--- src/hdl/prt_pkg.sv ---
// ==========================================================
// shared constants for the periodic timer
package prt_pkg;
  // widths
  localparam int ADDR_W = 4;
  localparam int DATA_W = 8;
  localparam int CNT_W = 16;
  localparam int PRE_W = 6;
  localparam int NPIN = 3;

  // register addresses
  localparam logic [ADDR_W-1:0] ADDR_CTL0 = 4'h0;
  localparam logic [ADDR_W-1:0] ADDR_CTL1 = 4'h1;
  localparam logic [ADDR_W-1:0] ADDR_CNT_LO = 4'h2;
  localparam logic [ADDR_W-1:0] ADDR_CNT_HI = 4'h3;
  localparam logic [ADDR_W-1:0] ADDR_CMPA_LO = 4'h4;
  localparam logic [ADDR_W-1:0] ADDR_CMPA_HI = 4'h5;
  localparam logic [ADDR_W-1:0] ADDR_CMPP_LO = 4'h6;
  localparam logic [ADDR_W-1:0] ADDR_CMPP_HI = 4'h7;

  // control 0 fields
  localparam int PAUSE_BIT = 7;
  localparam int CKS_MSB = 6;
  localparam int CKS_LSB = 4;
  localparam int ON_BIT = 3;
  localparam int RSV_MSB = 2;

  // control 1 fields
  localparam int MODE_MSB = 7;
  localparam int MODE_LSB = 6;
  localparam int PFS_MSB = 5;
  localparam int PFS_LSB = 4;
  localparam int OC_BIT = 3;
  localparam int INV_BIT = 2;
  localparam int CAPS_BIT = 1;
  localparam int CCLR_BIT = 0;

  // operating modes
  localparam logic [1:0] MODE_CMP = 2'h0;
  localparam logic [1:0] MODE_CAP = 2'h1;
  localparam logic [1:0] MODE_PWM = 2'h2;
  localparam logic [1:0] MODE_TMR = 2'h3;

  // pin function codes per mode
  localparam logic [1:0] PFS_CMP_HOLD = 2'h0;
  localparam logic [1:0] PFS_CMP_LOW = 2'h1;
  localparam logic [1:0] PFS_CMP_HIGH = 2'h2;
  localparam logic [1:0] PFS_CMP_TOGGLE = 2'h3;
  localparam logic [1:0] PFS_PWM_INACT = 2'h0;
  localparam logic [1:0] PFS_PWM_ACT = 2'h1;
  localparam logic [1:0] PFS_PWM_WAVE = 2'h2;
  localparam logic [1:0] PFS_PWM_SINGLE = 2'h3;
  localparam logic [1:0] PFS_CAP_RISE = 2'h0;
  localparam logic [1:0] PFS_CAP_FALL = 2'h1;
  localparam logic [1:0] PFS_CAP_BOTH = 2'h2;

  // counter clock codes
  localparam logic [2:0] CKS_SYS_DIV4 = 3'h0;
  localparam logic [2:0] CKS_SYS = 3'h1;
  localparam logic [2:0] CKS_HI_DIV16 = 3'h2;
  localparam logic [2:0] CKS_HI_DIV64 = 3'h3;
  localparam logic [2:0] CKS_SUB_A = 3'h4;
  localparam logic [2:0] CKS_SUB_B = 3'h5;
  localparam logic [2:0] CKS_EXT_RISE = 3'h6;
  localparam logic [2:0] CKS_EXT_FALL = 3'h7;

  // prescaler terminal masks
  localparam logic [PRE_W-1:0] PRE_DIV4 = 6'h03;
  localparam logic [PRE_W-1:0] PRE_DIV16 = 6'h0f;
  localparam logic [PRE_W-1:0] PRE_DIV64 = 6'h3f;

  // pin slots in the synchroniser vector
  localparam int PIN_EXT = 0;
  localparam int PIN_CAP = 1;
  localparam int PIN_SUB = 2;

  // reset values and the counter step
  localparam logic [DATA_W-1:0] CTL_RST = 8'h00;
  localparam logic [CNT_W-1:0] CNT_RST = 16'h0000;
  localparam logic [NPIN-1:0] PIN_RST = 3'h0;
  localparam logic [PRE_W-1:0] PRE_RST = 6'h00;
  localparam logic [CNT_W-1:0] CNT_ONE = 16'h0001;
  localparam logic [DATA_W-1:0] DATA_ZERO = 8'h00;
endpackage : prt_pkg

--- src/hdl/prt_periodic_timer.sv ---
// Our own choices: the register offsets and the strobed register port.
`timescale 1ns/10ps
module prt_periodic_timer (
  input wire logic ref_clk_i,
  input wire logic rst_i,
  input wire logic [prt_pkg::ADDR_W-1:0] addr_i,
  input wire logic [prt_pkg::DATA_W-1:0] wdata_i,
  input wire logic wr_i,
  input wire logic rd_i,
  output logic [prt_pkg::DATA_W-1:0] rdata_o,
  input wire logic external_clock_pin_i,
  input wire logic capture_input_pin_i,
  input wire logic sub_clock_i,
  output logic timer_output_pin_o,
  output logic timer_output_pin_oe_o,
  output logic match_a_flag_o,
  output logic match_p_flag_o
);
  import prt_pkg::*;

  // ========================================================
  // registers
  logic pause_q;
  logic [2:0] cks_q;
  logic on_q;
  logic on_prev_q;
  logic [DATA_W-1:0] ctl1_q;
  logic [CNT_W-1:0] cnt_q;
  logic [CNT_W-1:0] cnt_d;
  logic [CNT_W-1:0] cmpa_q;
  logic [CNT_W-1:0] cmpp_q;
  logic [PRE_W-1:0] pre_q;
  logic [NPIN-1:0] pin_s1_q;
  logic [NPIN-1:0] pin_s2_q;
  logic [NPIN-1:0] pin_s3_q;
  logic [NPIN-1:0] pin_f_q;
  logic lvl_q;
  logic lvl_d;
  logic on_d;

  // ========================================================
  // field decode
  wire [1:0] mode_w = ctl1_q[MODE_MSB:MODE_LSB];
  wire [1:0] pfs_w = ctl1_q[PFS_MSB:PFS_LSB];
  wire oc_w = ctl1_q[OC_BIT];
  wire inv_w = ctl1_q[INV_BIT];
  wire caps_w = ctl1_q[CAPS_BIT];
  wire cclr_w = ctl1_q[CCLR_BIT];
  wire cmp_like_w = (mode_w == MODE_CMP) || (mode_w == MODE_TMR);
  wire cmp_w = (mode_w == MODE_CMP);
  wire pwm_w = (mode_w == MODE_PWM);
  wire cap_w = (mode_w == MODE_CAP);
  wire sp_w = pwm_w && (pfs_w == PFS_PWM_SINGLE);

  // bus decode
  wire wr_ctl0_w = wr_i && (addr_i == ADDR_CTL0);
  wire wr_ctl1_w = wr_i && (addr_i == ADDR_CTL1);
  wire wr_al_w = wr_i && (addr_i == ADDR_CMPA_LO);
  wire wr_ah_w = wr_i && (addr_i == ADDR_CMPA_HI);
  wire wr_pl_w = wr_i && (addr_i == ADDR_CMPP_LO);
  wire wr_ph_w = wr_i && (addr_i == ADDR_CMPP_HI);

  // ========================================================
  // pin synchronisers, change accepted when stages two and three agree
  wire [NPIN-1:0] pin_raw_w = {sub_clock_i, capture_input_pin_i, external_clock_pin_i};
  wire [NPIN-1:0] pin_agree_w = ~(pin_s2_q ^ pin_s3_q);
  wire [NPIN-1:0] pin_f_d = (pin_s3_q & pin_agree_w) | (pin_f_q & ~pin_agree_w);
  wire [NPIN-1:0] pin_rise_w = pin_f_d & ~pin_f_q;
  wire [NPIN-1:0] pin_fall_w = ~pin_f_d & pin_f_q;

  always_ff @(posedge ref_clk_i or posedge rst_i) begin
    if (rst_i) begin
      pin_s1_q <= PIN_RST;
      pin_s2_q <= PIN_RST;
      pin_s3_q <= PIN_RST;
      pin_f_q <= PIN_RST;
    end else begin
      pin_s1_q <= pin_raw_w;
      pin_s2_q <= pin_s1_q;
      pin_s3_q <= pin_s2_q;
      pin_f_q <= pin_f_d;
    end
  end

  // ========================================================
  // prescaler and counter clock selection
  wire pre4_w = (pre_q & PRE_DIV4) == PRE_DIV4;
  wire pre16_w = (pre_q & PRE_DIV16) == PRE_DIV16;
  wire pre64_w = (pre_q & PRE_DIV64) == PRE_DIV64;
  wire tick_w = (cks_q == CKS_SYS_DIV4) ? pre4_w :
                (cks_q == CKS_SYS) ? 1'b1 :
                (cks_q == CKS_HI_DIV16) ? pre16_w :
                (cks_q == CKS_HI_DIV64) ? pre64_w :
                (cks_q == CKS_SUB_A || cks_q == CKS_SUB_B) ? pin_rise_w[PIN_SUB] :
                (cks_q == CKS_EXT_RISE) ? pin_rise_w[PIN_EXT] :
                pin_fall_w[PIN_EXT];
  wire ext_act_w = (cks_q == CKS_EXT_FALL) ? pin_fall_w[PIN_EXT] : pin_rise_w[PIN_EXT];

  // free-running prescaler
  always_ff @(posedge ref_clk_i or posedge rst_i) begin
    if (rst_i) begin
      pre_q <= PRE_RST;
    end else begin
      pre_q <= pre_q + 6'h01;
    end
  end

  // ========================================================
  // run control, matches and clear sources
  wire start_w = on_q && !on_prev_q; // on bit low-to-high
  wire run_w = on_q && !pause_q && !start_w;
  wire cnt_tick_w = run_w && tick_w;
  wire hit_a_w = cnt_tick_w && (cnt_q == cmpa_q);
  wire match_a_w = hit_a_w && !(cmp_like_w && (cmpa_q == CNT_RST));
  wire match_p_w = cnt_tick_w && (cnt_q == cmpp_q) && (cmpp_q != CNT_RST);
  wire pflag_w = match_p_w && !(cmp_like_w && cclr_w);
  // zero compare P lets the counter wrap through overflow
  wire clear_w = cmp_like_w ? (cclr_w ? match_a_w : match_p_w) :
                 pwm_w ? (match_p_w && !sp_w) : 1'b0;
  wire sp_trig_w = sp_w && !on_q && ext_act_w;
  wire sp_stop_w = sp_w && match_a_w;

  // on bit: pulse trigger sets, match A in single pulse clears
  assign on_d = sp_trig_w ? 1'b1 :
                sp_stop_w ? 1'b0 :
                wr_ctl0_w ? wdata_i[ON_BIT] : on_q;

  // counter next value
  always_comb begin
    cnt_d = cnt_q;
    if (start_w) begin
      cnt_d = CNT_RST;
    end else if (clear_w) begin
      cnt_d = CNT_RST;
    end else if (cnt_tick_w) begin
      cnt_d = cnt_q + CNT_ONE;
    end
  end

  // control 0 and counter
  always_ff @(posedge ref_clk_i or posedge rst_i) begin
    if (rst_i) begin
      pause_q <= 1'b0;
      cks_q <= CKS_SYS_DIV4;
      on_q <= 1'b0;
      on_prev_q <= 1'b0;
      cnt_q <= CNT_RST;
    end else begin
      if (wr_ctl0_w) begin
        pause_q <= wdata_i[PAUSE_BIT];
        cks_q <= wdata_i[CKS_MSB:CKS_LSB];
      end
      on_q <= on_d;
      on_prev_q <= on_q;
      cnt_q <= cnt_d;
    end
  end

  // ========================================================
  // capture: edge of chosen source copies counter into compare A
  wire src_rise_w = caps_w ? pin_rise_w[PIN_EXT] : pin_rise_w[PIN_CAP];
  wire src_fall_w = caps_w ? pin_fall_w[PIN_EXT] : pin_fall_w[PIN_CAP];
  wire cap_evt_w = cap_w && on_q && (
                   ((pfs_w == PFS_CAP_RISE) && src_rise_w) ||
                   ((pfs_w == PFS_CAP_FALL) && src_fall_w) ||
                   ((pfs_w == PFS_CAP_BOTH) && (src_rise_w || src_fall_w)));

  // control 1 and compare registers, capture wins over a write
  always_ff @(posedge ref_clk_i or posedge rst_i) begin
    if (rst_i) begin
      ctl1_q <= CTL_RST;
      cmpa_q <= CNT_RST;
      cmpp_q <= CNT_RST;
    end else begin
      if (wr_ctl1_w) begin
        ctl1_q <= wdata_i;
      end
      if (cap_evt_w) begin
        cmpa_q <= cnt_q;
      end else if (wr_al_w) begin
        cmpa_q[DATA_W-1:0] <= wdata_i;
      end else if (wr_ah_w) begin
        cmpa_q[CNT_W-1:DATA_W] <= wdata_i;
      end
      if (wr_pl_w) begin
        cmpp_q[DATA_W-1:0] <= wdata_i;
      end else if (wr_ph_w) begin
        cmpp_q[CNT_W-1:DATA_W] <= wdata_i;
      end
    end
  end

  // ========================================================
  // output level before inversion
  wire pwm_lvl_w = (pfs_w == PFS_PWM_INACT) ? !oc_w :
                   (pfs_w == PFS_PWM_ACT) ? oc_w :
                   (pfs_w == PFS_PWM_WAVE) ? ((cnt_q < cmpa_q) ? oc_w : !oc_w) :
                   (on_q ? oc_w : !oc_w);
  wire cmp_lvl_w = (pfs_w == PFS_CMP_LOW) ? 1'b0 :
                   (pfs_w == PFS_CMP_HIGH) ? 1'b1 :
                   (pfs_w == PFS_CMP_TOGGLE) ? !lvl_q : lvl_q;

  always_comb begin
    lvl_d = lvl_q;
    if (start_w && (cmp_w || pwm_w)) begin
      lvl_d = oc_w;
    end else if (cmp_w && match_a_w) begin
      lvl_d = cmp_lvl_w;
    end else if (pwm_w) begin
      lvl_d = pwm_lvl_w;
    end
  end

  // level, pin and event outputs
  always_ff @(posedge ref_clk_i or posedge rst_i) begin
    if (rst_i) begin
      lvl_q <= 1'b0;
      timer_output_pin_o <= 1'b0;
      timer_output_pin_oe_o <= 1'b0;
      match_a_flag_o <= 1'b0;
      match_p_flag_o <= 1'b0;
    end else begin
      lvl_q <= lvl_d;
      timer_output_pin_o <= (cmp_w || pwm_w) && (lvl_q ^ inv_w);
      timer_output_pin_oe_o <= cmp_w || pwm_w;
      match_a_flag_o <= match_a_w;
      match_p_flag_o <= pflag_w;
    end
  end

  // ========================================================
  // read path, data valid only in the cycle after the strobe
  wire [DATA_W-1:0] ctl0_rd_w = {pause_q, cks_q, on_q, 3'h0};
  wire [DATA_W-1:0] rd_mux_w = (addr_i == ADDR_CTL0) ? ctl0_rd_w :
                               (addr_i == ADDR_CTL1) ? ctl1_q :
                               (addr_i == ADDR_CNT_LO) ? cnt_q[DATA_W-1:0] :
                               (addr_i == ADDR_CNT_HI) ? cnt_q[CNT_W-1:DATA_W] :
                               (addr_i == ADDR_CMPA_LO) ? cmpa_q[DATA_W-1:0] :
                               (addr_i == ADDR_CMPA_HI) ? cmpa_q[CNT_W-1:DATA_W] :
                               (addr_i == ADDR_CMPP_LO) ? cmpp_q[DATA_W-1:0] :
                               (addr_i == ADDR_CMPP_HI) ? cmpp_q[CNT_W-1:DATA_W] :
                               DATA_ZERO;

  always_ff @(posedge ref_clk_i or posedge rst_i) begin
    if (rst_i) begin
      rdata_o <= DATA_ZERO;
    end else begin
      rdata_o <= rd_i ? rd_mux_w : DATA_ZERO;
    end
  end
endmodule : prt_periodic_timer

--- config.mk ---
export PLATFORM = sky130hd
export DESIGN_NAME = prt_periodic_timer
export DESIGN_NICKNAME = d
export VERILOG_FILES = /design/src/hdl/prt_pkg.sv /design/src/hdl/prt_periodic_timer.sv
export SDC_FILE = /design/constraint.sdc
export NUM_CORES = 1
export LEC_CHECK = 0
export ABC_AREA = 0
export BUFFER_PORTS_ARGS = -buffer_cell sky130_fd_sc_hd__buf_2
export CAP_MARGIN = 20
export CORE_ASPECT_RATIO = 0.8
export CORE_MARGIN = 5
export CORE_UTILIZATION = 65
export CTS_BUF_LIST = sky130_fd_sc_hd__clkbuf_2
export DETAILED_ROUTE_END_ITERATION = 8
export GPL_TIMING_DRIVEN = 0
export PLACE_DENSITY = 0.88
export SLEW_MARGIN = 40
export SYNTH_ARGS = -nofsm -noshare
export SYNTH_HDL_FRONTEND = slang
export SYNTH_SLANG_ARGS = --single-unit
--- constraint.sdc ---
create_clock -name ref_clk_i -period 7.5 [get_ports ref_clk_i]
set_input_delay 0.75 -clock ref_clk_i [delete_from_list [all_inputs] [get_ports ref_clk_i]]
set_output_delay 0.75 -clock ref_clk_i [all_outputs]
set_load 0.02 [all_outputs]
### Yosys cells after proc, flatten, opt, wreduce, memory -nomap -nowiden

Index checks and enable logic that the tools add are counted.
W data, S select, Z words.

* bitwise operators: 12
* reductions and logical operators: 59
* multiplexer cells: 42
* eq/ne operators: 27
* $add $sub $neg: 2
* $lt $le $gt $ge: 1

Operators with widths (number)
* $mux W8: 12
* $mux W16: 4
* $eq A16 B16 Y1: 2
* $logic_and A1 B1 Y1: 30
* $mux W1: 26
* $add A16 B1 Y16 const B: 1
* $eq A4 B3 Y1 const B: 4
* $logic_not A16 Y1: 1
* $lt A16 B16 Y1: 1
* $reduce_bool A16 Y1: 1
* $eq A3 B3 Y1 const B: 4
* $eq A2 B2 Y1 const B: 5
* $and A3 B3 Y3: 3
* $logic_not A1 Y1: 9
* $not A3 Y3: 3
* $reduce_bool A3 Y1: 3
* $eq A4 B2 Y1 const B: 2
* $add A6 B1 Y6 const B: 1
* $eq A3 B2 Y1 const B: 2
* $eq A6 B6 Y1 const B: 1
* $logic_or A1 B1 Y1: 6
* $reduce_and A2 Y1: 3
* $ne A5 B5 Y1 const B: 1
* $eq A2 B1 Y1 const B: 2
* other kinds (14): 16

* output and inout bits: 12
* bits of input ports: 19
* word-level logic and storage cells: 164
* bits in registers: 93

### Logic depth before layout (Yosys ltp)

* depth after elaboration: 21
* depth in mapped cells: 9
* depth with buffers taken out: 8

### Worst setup path before layout

Ideal clock, no wire load.

* path type: reg-to-reg
* from: register cnt_q[14]
* to: register cnt_q[0]
* stages on the path, launching flop included: 9
* required time: 7355 ps
* library setup time: 145 ps
* arrival time: 2007 ps
* slack: 5348 ps
* buffers on the path: 1
* clock period less this slack: 2152 ps
* cells stage by stage: dfrtp_1 > ha_1 > nand4_1 > nor4_1 > o41a_1 > nand3_1 > a22oi_4 > buf_12 > nor3_2

* cells in the longest elaborated chain, start to end: 8
* elaborated cells between the ends (all ways): 13
* those cells by class: 2 x eq/ne; 5 x mux; 6 x reduce/logical

Ends and longest elaborated chain
* start: declaration: line prt_periodic_timer.sv:28 `logic [CNT_W-1:0] cnt_q;`
* start signal: assignment: line prt_periodic_timer.sv:155 `cnt_q <= cnt_d;`
* $eq A16 B16 Y1: line prt_periodic_timer.sv:115 `wire match_p_w = cnt_tick_w && (cnt_q == cmpp_q) && (cmpp_q != CNT_RST);`
* $logic_and A1 B1 Y1 (2 in a row): line prt_periodic_timer.sv:115
* $logic_and A1 B1 Y1: line prt_periodic_timer.sv:119 `pwm_w ? (match_p_w && !sp_w) : 1'b0;`
* $mux W1: line prt_periodic_timer.sv:119
* $mux W1 *: line prt_periodic_timer.sv:118 `wire clear_w = cmp_like_w ? (cclr_w ? match_a_w : match_p_w) :`
* $mux W16: line prt_periodic_timer.sv:133 `end else if (clear_w) begin`
* $mux W16: line prt_periodic_timer.sv:131 `if (start_w) begin`

Every way passes the cells marked *; elsewhere a longest branch is shown, timed or not.
A chain may end at the register's enable or synchronous reset.

### Worst setup path after layout

* from: register cnt_q[14]
* to: register cnt_q[6]

Same word-level chain as after synthesis.

==> results.txt <==
share of async-settable or async-resettable flops after synthesis: 100.0%
maximum number of pins on one net before global-route repair: 58
area fraction of the dominant cell type after synthesis: 43.57%
sequence of cells on the critical path: ha_1 > nand4_1 > nor4_1 > o41a_1 > nand3_1 > a22oi_4 > buf_12 > nor3_2
total DRC errors in the routed layout: 0
Final Hold Violating Endpoints: 0
floorplan row count: 29
worst-path maximum fanout: 10
final routed wirelength across all metal layers: 13.56 mm
Synth-to-Final Area Change: 8.409%
portion of the clock cycle consumed by the worst path in the final layout: 38.15%
status: finished, final reports clean
ratio of cells with drive above 1 in the final layout: 23.72%
half-perimeter wire length of the detailed placement result: 9.944 mm
most instantiated library cell after synthesis: dfrtp_1
deepest clock path buffer count: 2
number of H-tree branching levels: 3
net count after synthesis: 522
clock tree from TritonCTS: yes
final worst path period need: 2.861 ns
data required time of the critical path: 7.97 ns
number of enable-type register cells in the synthesized netlist: 0
slowest cell on the critical path: dfrtp_1
Reg-to-Reg Start: cnt_q[14]
total leakage power: 2.621 nW
Starting DRT DRC Count: 447
total negative slack: 0 ns
Post-Synthesis Cells: 482
detailed-route via count: 4,110
Post-synth top cells: 93 x dfrtp_1, 37 x nand2_1, 34 x mux2_2
clock latency of the later-clocked register in the worst-skew pair: 0.61 ns
RSZ-0062 raised after global routing: false
average footprint of a synthesized cell: 11.08 µm²
share of the core filled with cells: 72.54%
total overflow reported by the global router: 0
power per cell area: 245.7 nW/µm²
number of maximum-capacitance violations: 0
slowest stage delay, CP: 0.58 ns
endpoint of the lowest-slack register-to-register path: cnt_q[6]
routing usage on met3: 11.23%
number of top-level design ports: 31
switching share of total power: 37.19%
Initial Utilization: 66.91%
post-cts gate resize count: 0
detailed-route wire length per cell: 21.36 µm
max-slew violation count: 0
final clock skew: 0.03490 ns
Die Wd: 111.4 µm
vias in the first global route: 4,051
Critical path buffers and inverters: 1
Area contributors post-synth: dfrtp_1 44%, mux2_2 7.2%, ha_1 4.9%
clock network fraction of design power: 20.2%
worst min path class: input pin to asynchronous set/reset pin
internal power contribution: 0.0008937 W
Inserted Clock Buffers: 9
number of flip-flops and latches in the synthesized netlist: 93
height of the die: 91.08 µm
category of cells accounting for the largest share of critical-path delay: simple AND/OR/NAND/NOR gates
sequential element share of the synthesized area: 43.57%
minimum setup slack among reg-to-reg paths: 4.64 ns
met1 usage in global routing: 39.72%
number of nets with antenna violations after detailed routing: 0
Ys Warns: 0
routed via count divided by cell count: 6.472
transition at the pin with the smallest max-transition slack: 0.6829 ns
buffer count from post-CTS setup fixing: 0
worst r2r path cells: 8
DIE AREA: 10,140 µm²
launch point of the critical path: cnt_q[14]
ANT cells: 0
largest vdd supply drop: 154.7 µV
start-to-end type of the worst setup path: flop to flop
number of nets at the end of the flow: 562
Clock transition at path regs: 0.26 ns
number of antenna violations at the first check in global routing: 0
worst path arrival time: 3.33 ns
post-synth top area cell: dfrtp_1
proportion of power drawn by combinational gates: 30.4%
GR Util All Layers: 28.20%
routability congestion estimate: 1.035
Reg power frac: 49.4%
number of setup violations in the final report: 0
switching power summed over all nets: 0.0005292 W
count of input and output buffers: 28
drt first pass iters: 5
endpoint class of the critical path: flop
wire length of the first global-routing pass: 22.11 mm
GRT met2 Usage: 39.46%
type of element launching the critical path: flop
Achievable Freq: 0.3495 GHz
worst rel slew slack: 54.47%
prevailing post-synth register cell: dfrtp_1
placeable core region: 7983 µm²
number of unique standard cell types used by synthesis: 62
number of buffers inserted for hold repair after clock tree synthesis: 0
busiest layer in global routing: met1
cell chosen for the clock root: clkbuf_2
synthesized area: 5341 µm²
TritonCTS Sinks: 93
-- cell families after synthesis --
family	after synthesis	synth area share, %
simple gates	147	17.08
flops	93	43.57
mux	67	15.46
compound gates	66	8.129
buf+inv	50	4.427
xor+xnor	36	6.044
fa+ha+maj	23	5.294
-- sequential cells by signal, indices dropped and copies added, names as in the netlist, 3 cells and up --
signal,cells
cks_q,3
pin_s2_q,3
pin_s1_q,3
ctl1_q,8
pin_f_q,3
rdata_o,8
cmpp_q,16
cmpa_q,16
pre_q,6
pin_s3_q,3
cnt_q,16
-- worst max path at each step --
stage,to,slack [ns],cells after the start
after floorplan,cks_q[0],4.33,1
after global placement,cnt_q[7],3.41,2
after detailed placement,cnt_q[6],4.80,8
after CTS,cnt_q[6],4.77,8
after global routing,cnt_q[6],4.53,8
final,cnt_q[6],4.64,8
-- per-stage QoR --
| step | hold WS (ns) | cells | setup slack, ns | power (W) | instance area, µm² |
|---|---|---|---|---|---|
| 3_5_place_dp | 0.3347 | 619 | 4.801 | 0.001124 | 5649 |
| 2_1_floorplan | 0.3312 | 482 | 4.330 | 0.0009811 | 5341 |
| 6_report | 0.08103 | 635 | 4.639 | 0.001423 | 5791 |
| 3_3_place_gp | 0.3336 | 618 | 3.411 | 0.001100 | 5617 |
| 4_1_cts | 0.07096 | 635 | 4.772 | 0.001409 | 5791 |
| 5_1_grt | 0.03471 | 635 | 4.534 | 0.001495 | 5791 |
-- power by group through the flow --
stage          clock network (W)  logic, W  registers, W
2_1_floorplan                  0  0.000313      0.000668
3_3_place_gp                   0  0.000398      0.000702
3_5_place_dp                   0  0.000419      0.000705
4_1_cts                 0.000292  0.000422      0.000695
5_1_grt                 0.000313  0.000472      0.000710
6_report                0.000287  0.000432      0.000703
-- metal layers --
metal / part of all wire, % / wire [µm] / up-vias
met5: 0 / 0 / -
met4: 4.1 / 559 / 0
met3: 12 / 1692 / 62
met2: 42 / 5708 / 242
met1: 41 / 5604 / 1983
li1: - / - / 1823
-- cell type report --
class / count / area [µm²]
fill: 572 / 2192
clock inverter: 7 / 96.34
sequential: 93 / 2327
buffer: 19 / 120.1
timing repair buffer: 29 / 167.7
inverter: 31 / 121.4
clock buffer: 9 / 45.04
tap: 108 / 135.1
multi-input combinational: 339 / 2778
-- layout by cell type (no fill, tap or decap), types with 9 or more instances in the layout --
| master | instances |
|---|---|
| dfrtp_1 | 93 |
| nand2_1 | 37 |
| mux2_2 | 34 |
| buf_2 | 33 |
| inv_1 | 30 |
| o21ai_0 | 21 |
| ha_1 | 21 |
| xnor2_1 | 18 |
| xor2_1 | 17 |
| nor2_1 | 15 |
| mux2i_1 | 15 |
| nand4_1 | 14 |
| nor3_2 | 13 |
| a21oi_1 | 13 |
| nand3_1 | 12 |
| mux2_1 | 10 |
| nor4_1 | 10 |
| clkbuf_2 | 9 |
-- worst register-to-register path: cells and delay by family, from the launching register on --
family	cells	cell delay, ns
and+or+nand+nor	4	0.90
DFF	1	0.58
buffers and inverters	1	0.19
adders and majority gates	1	0.39
AOI/OAI and AO/OA	2	0.70
Note: power is estimated with default switching activity, not from simulation.
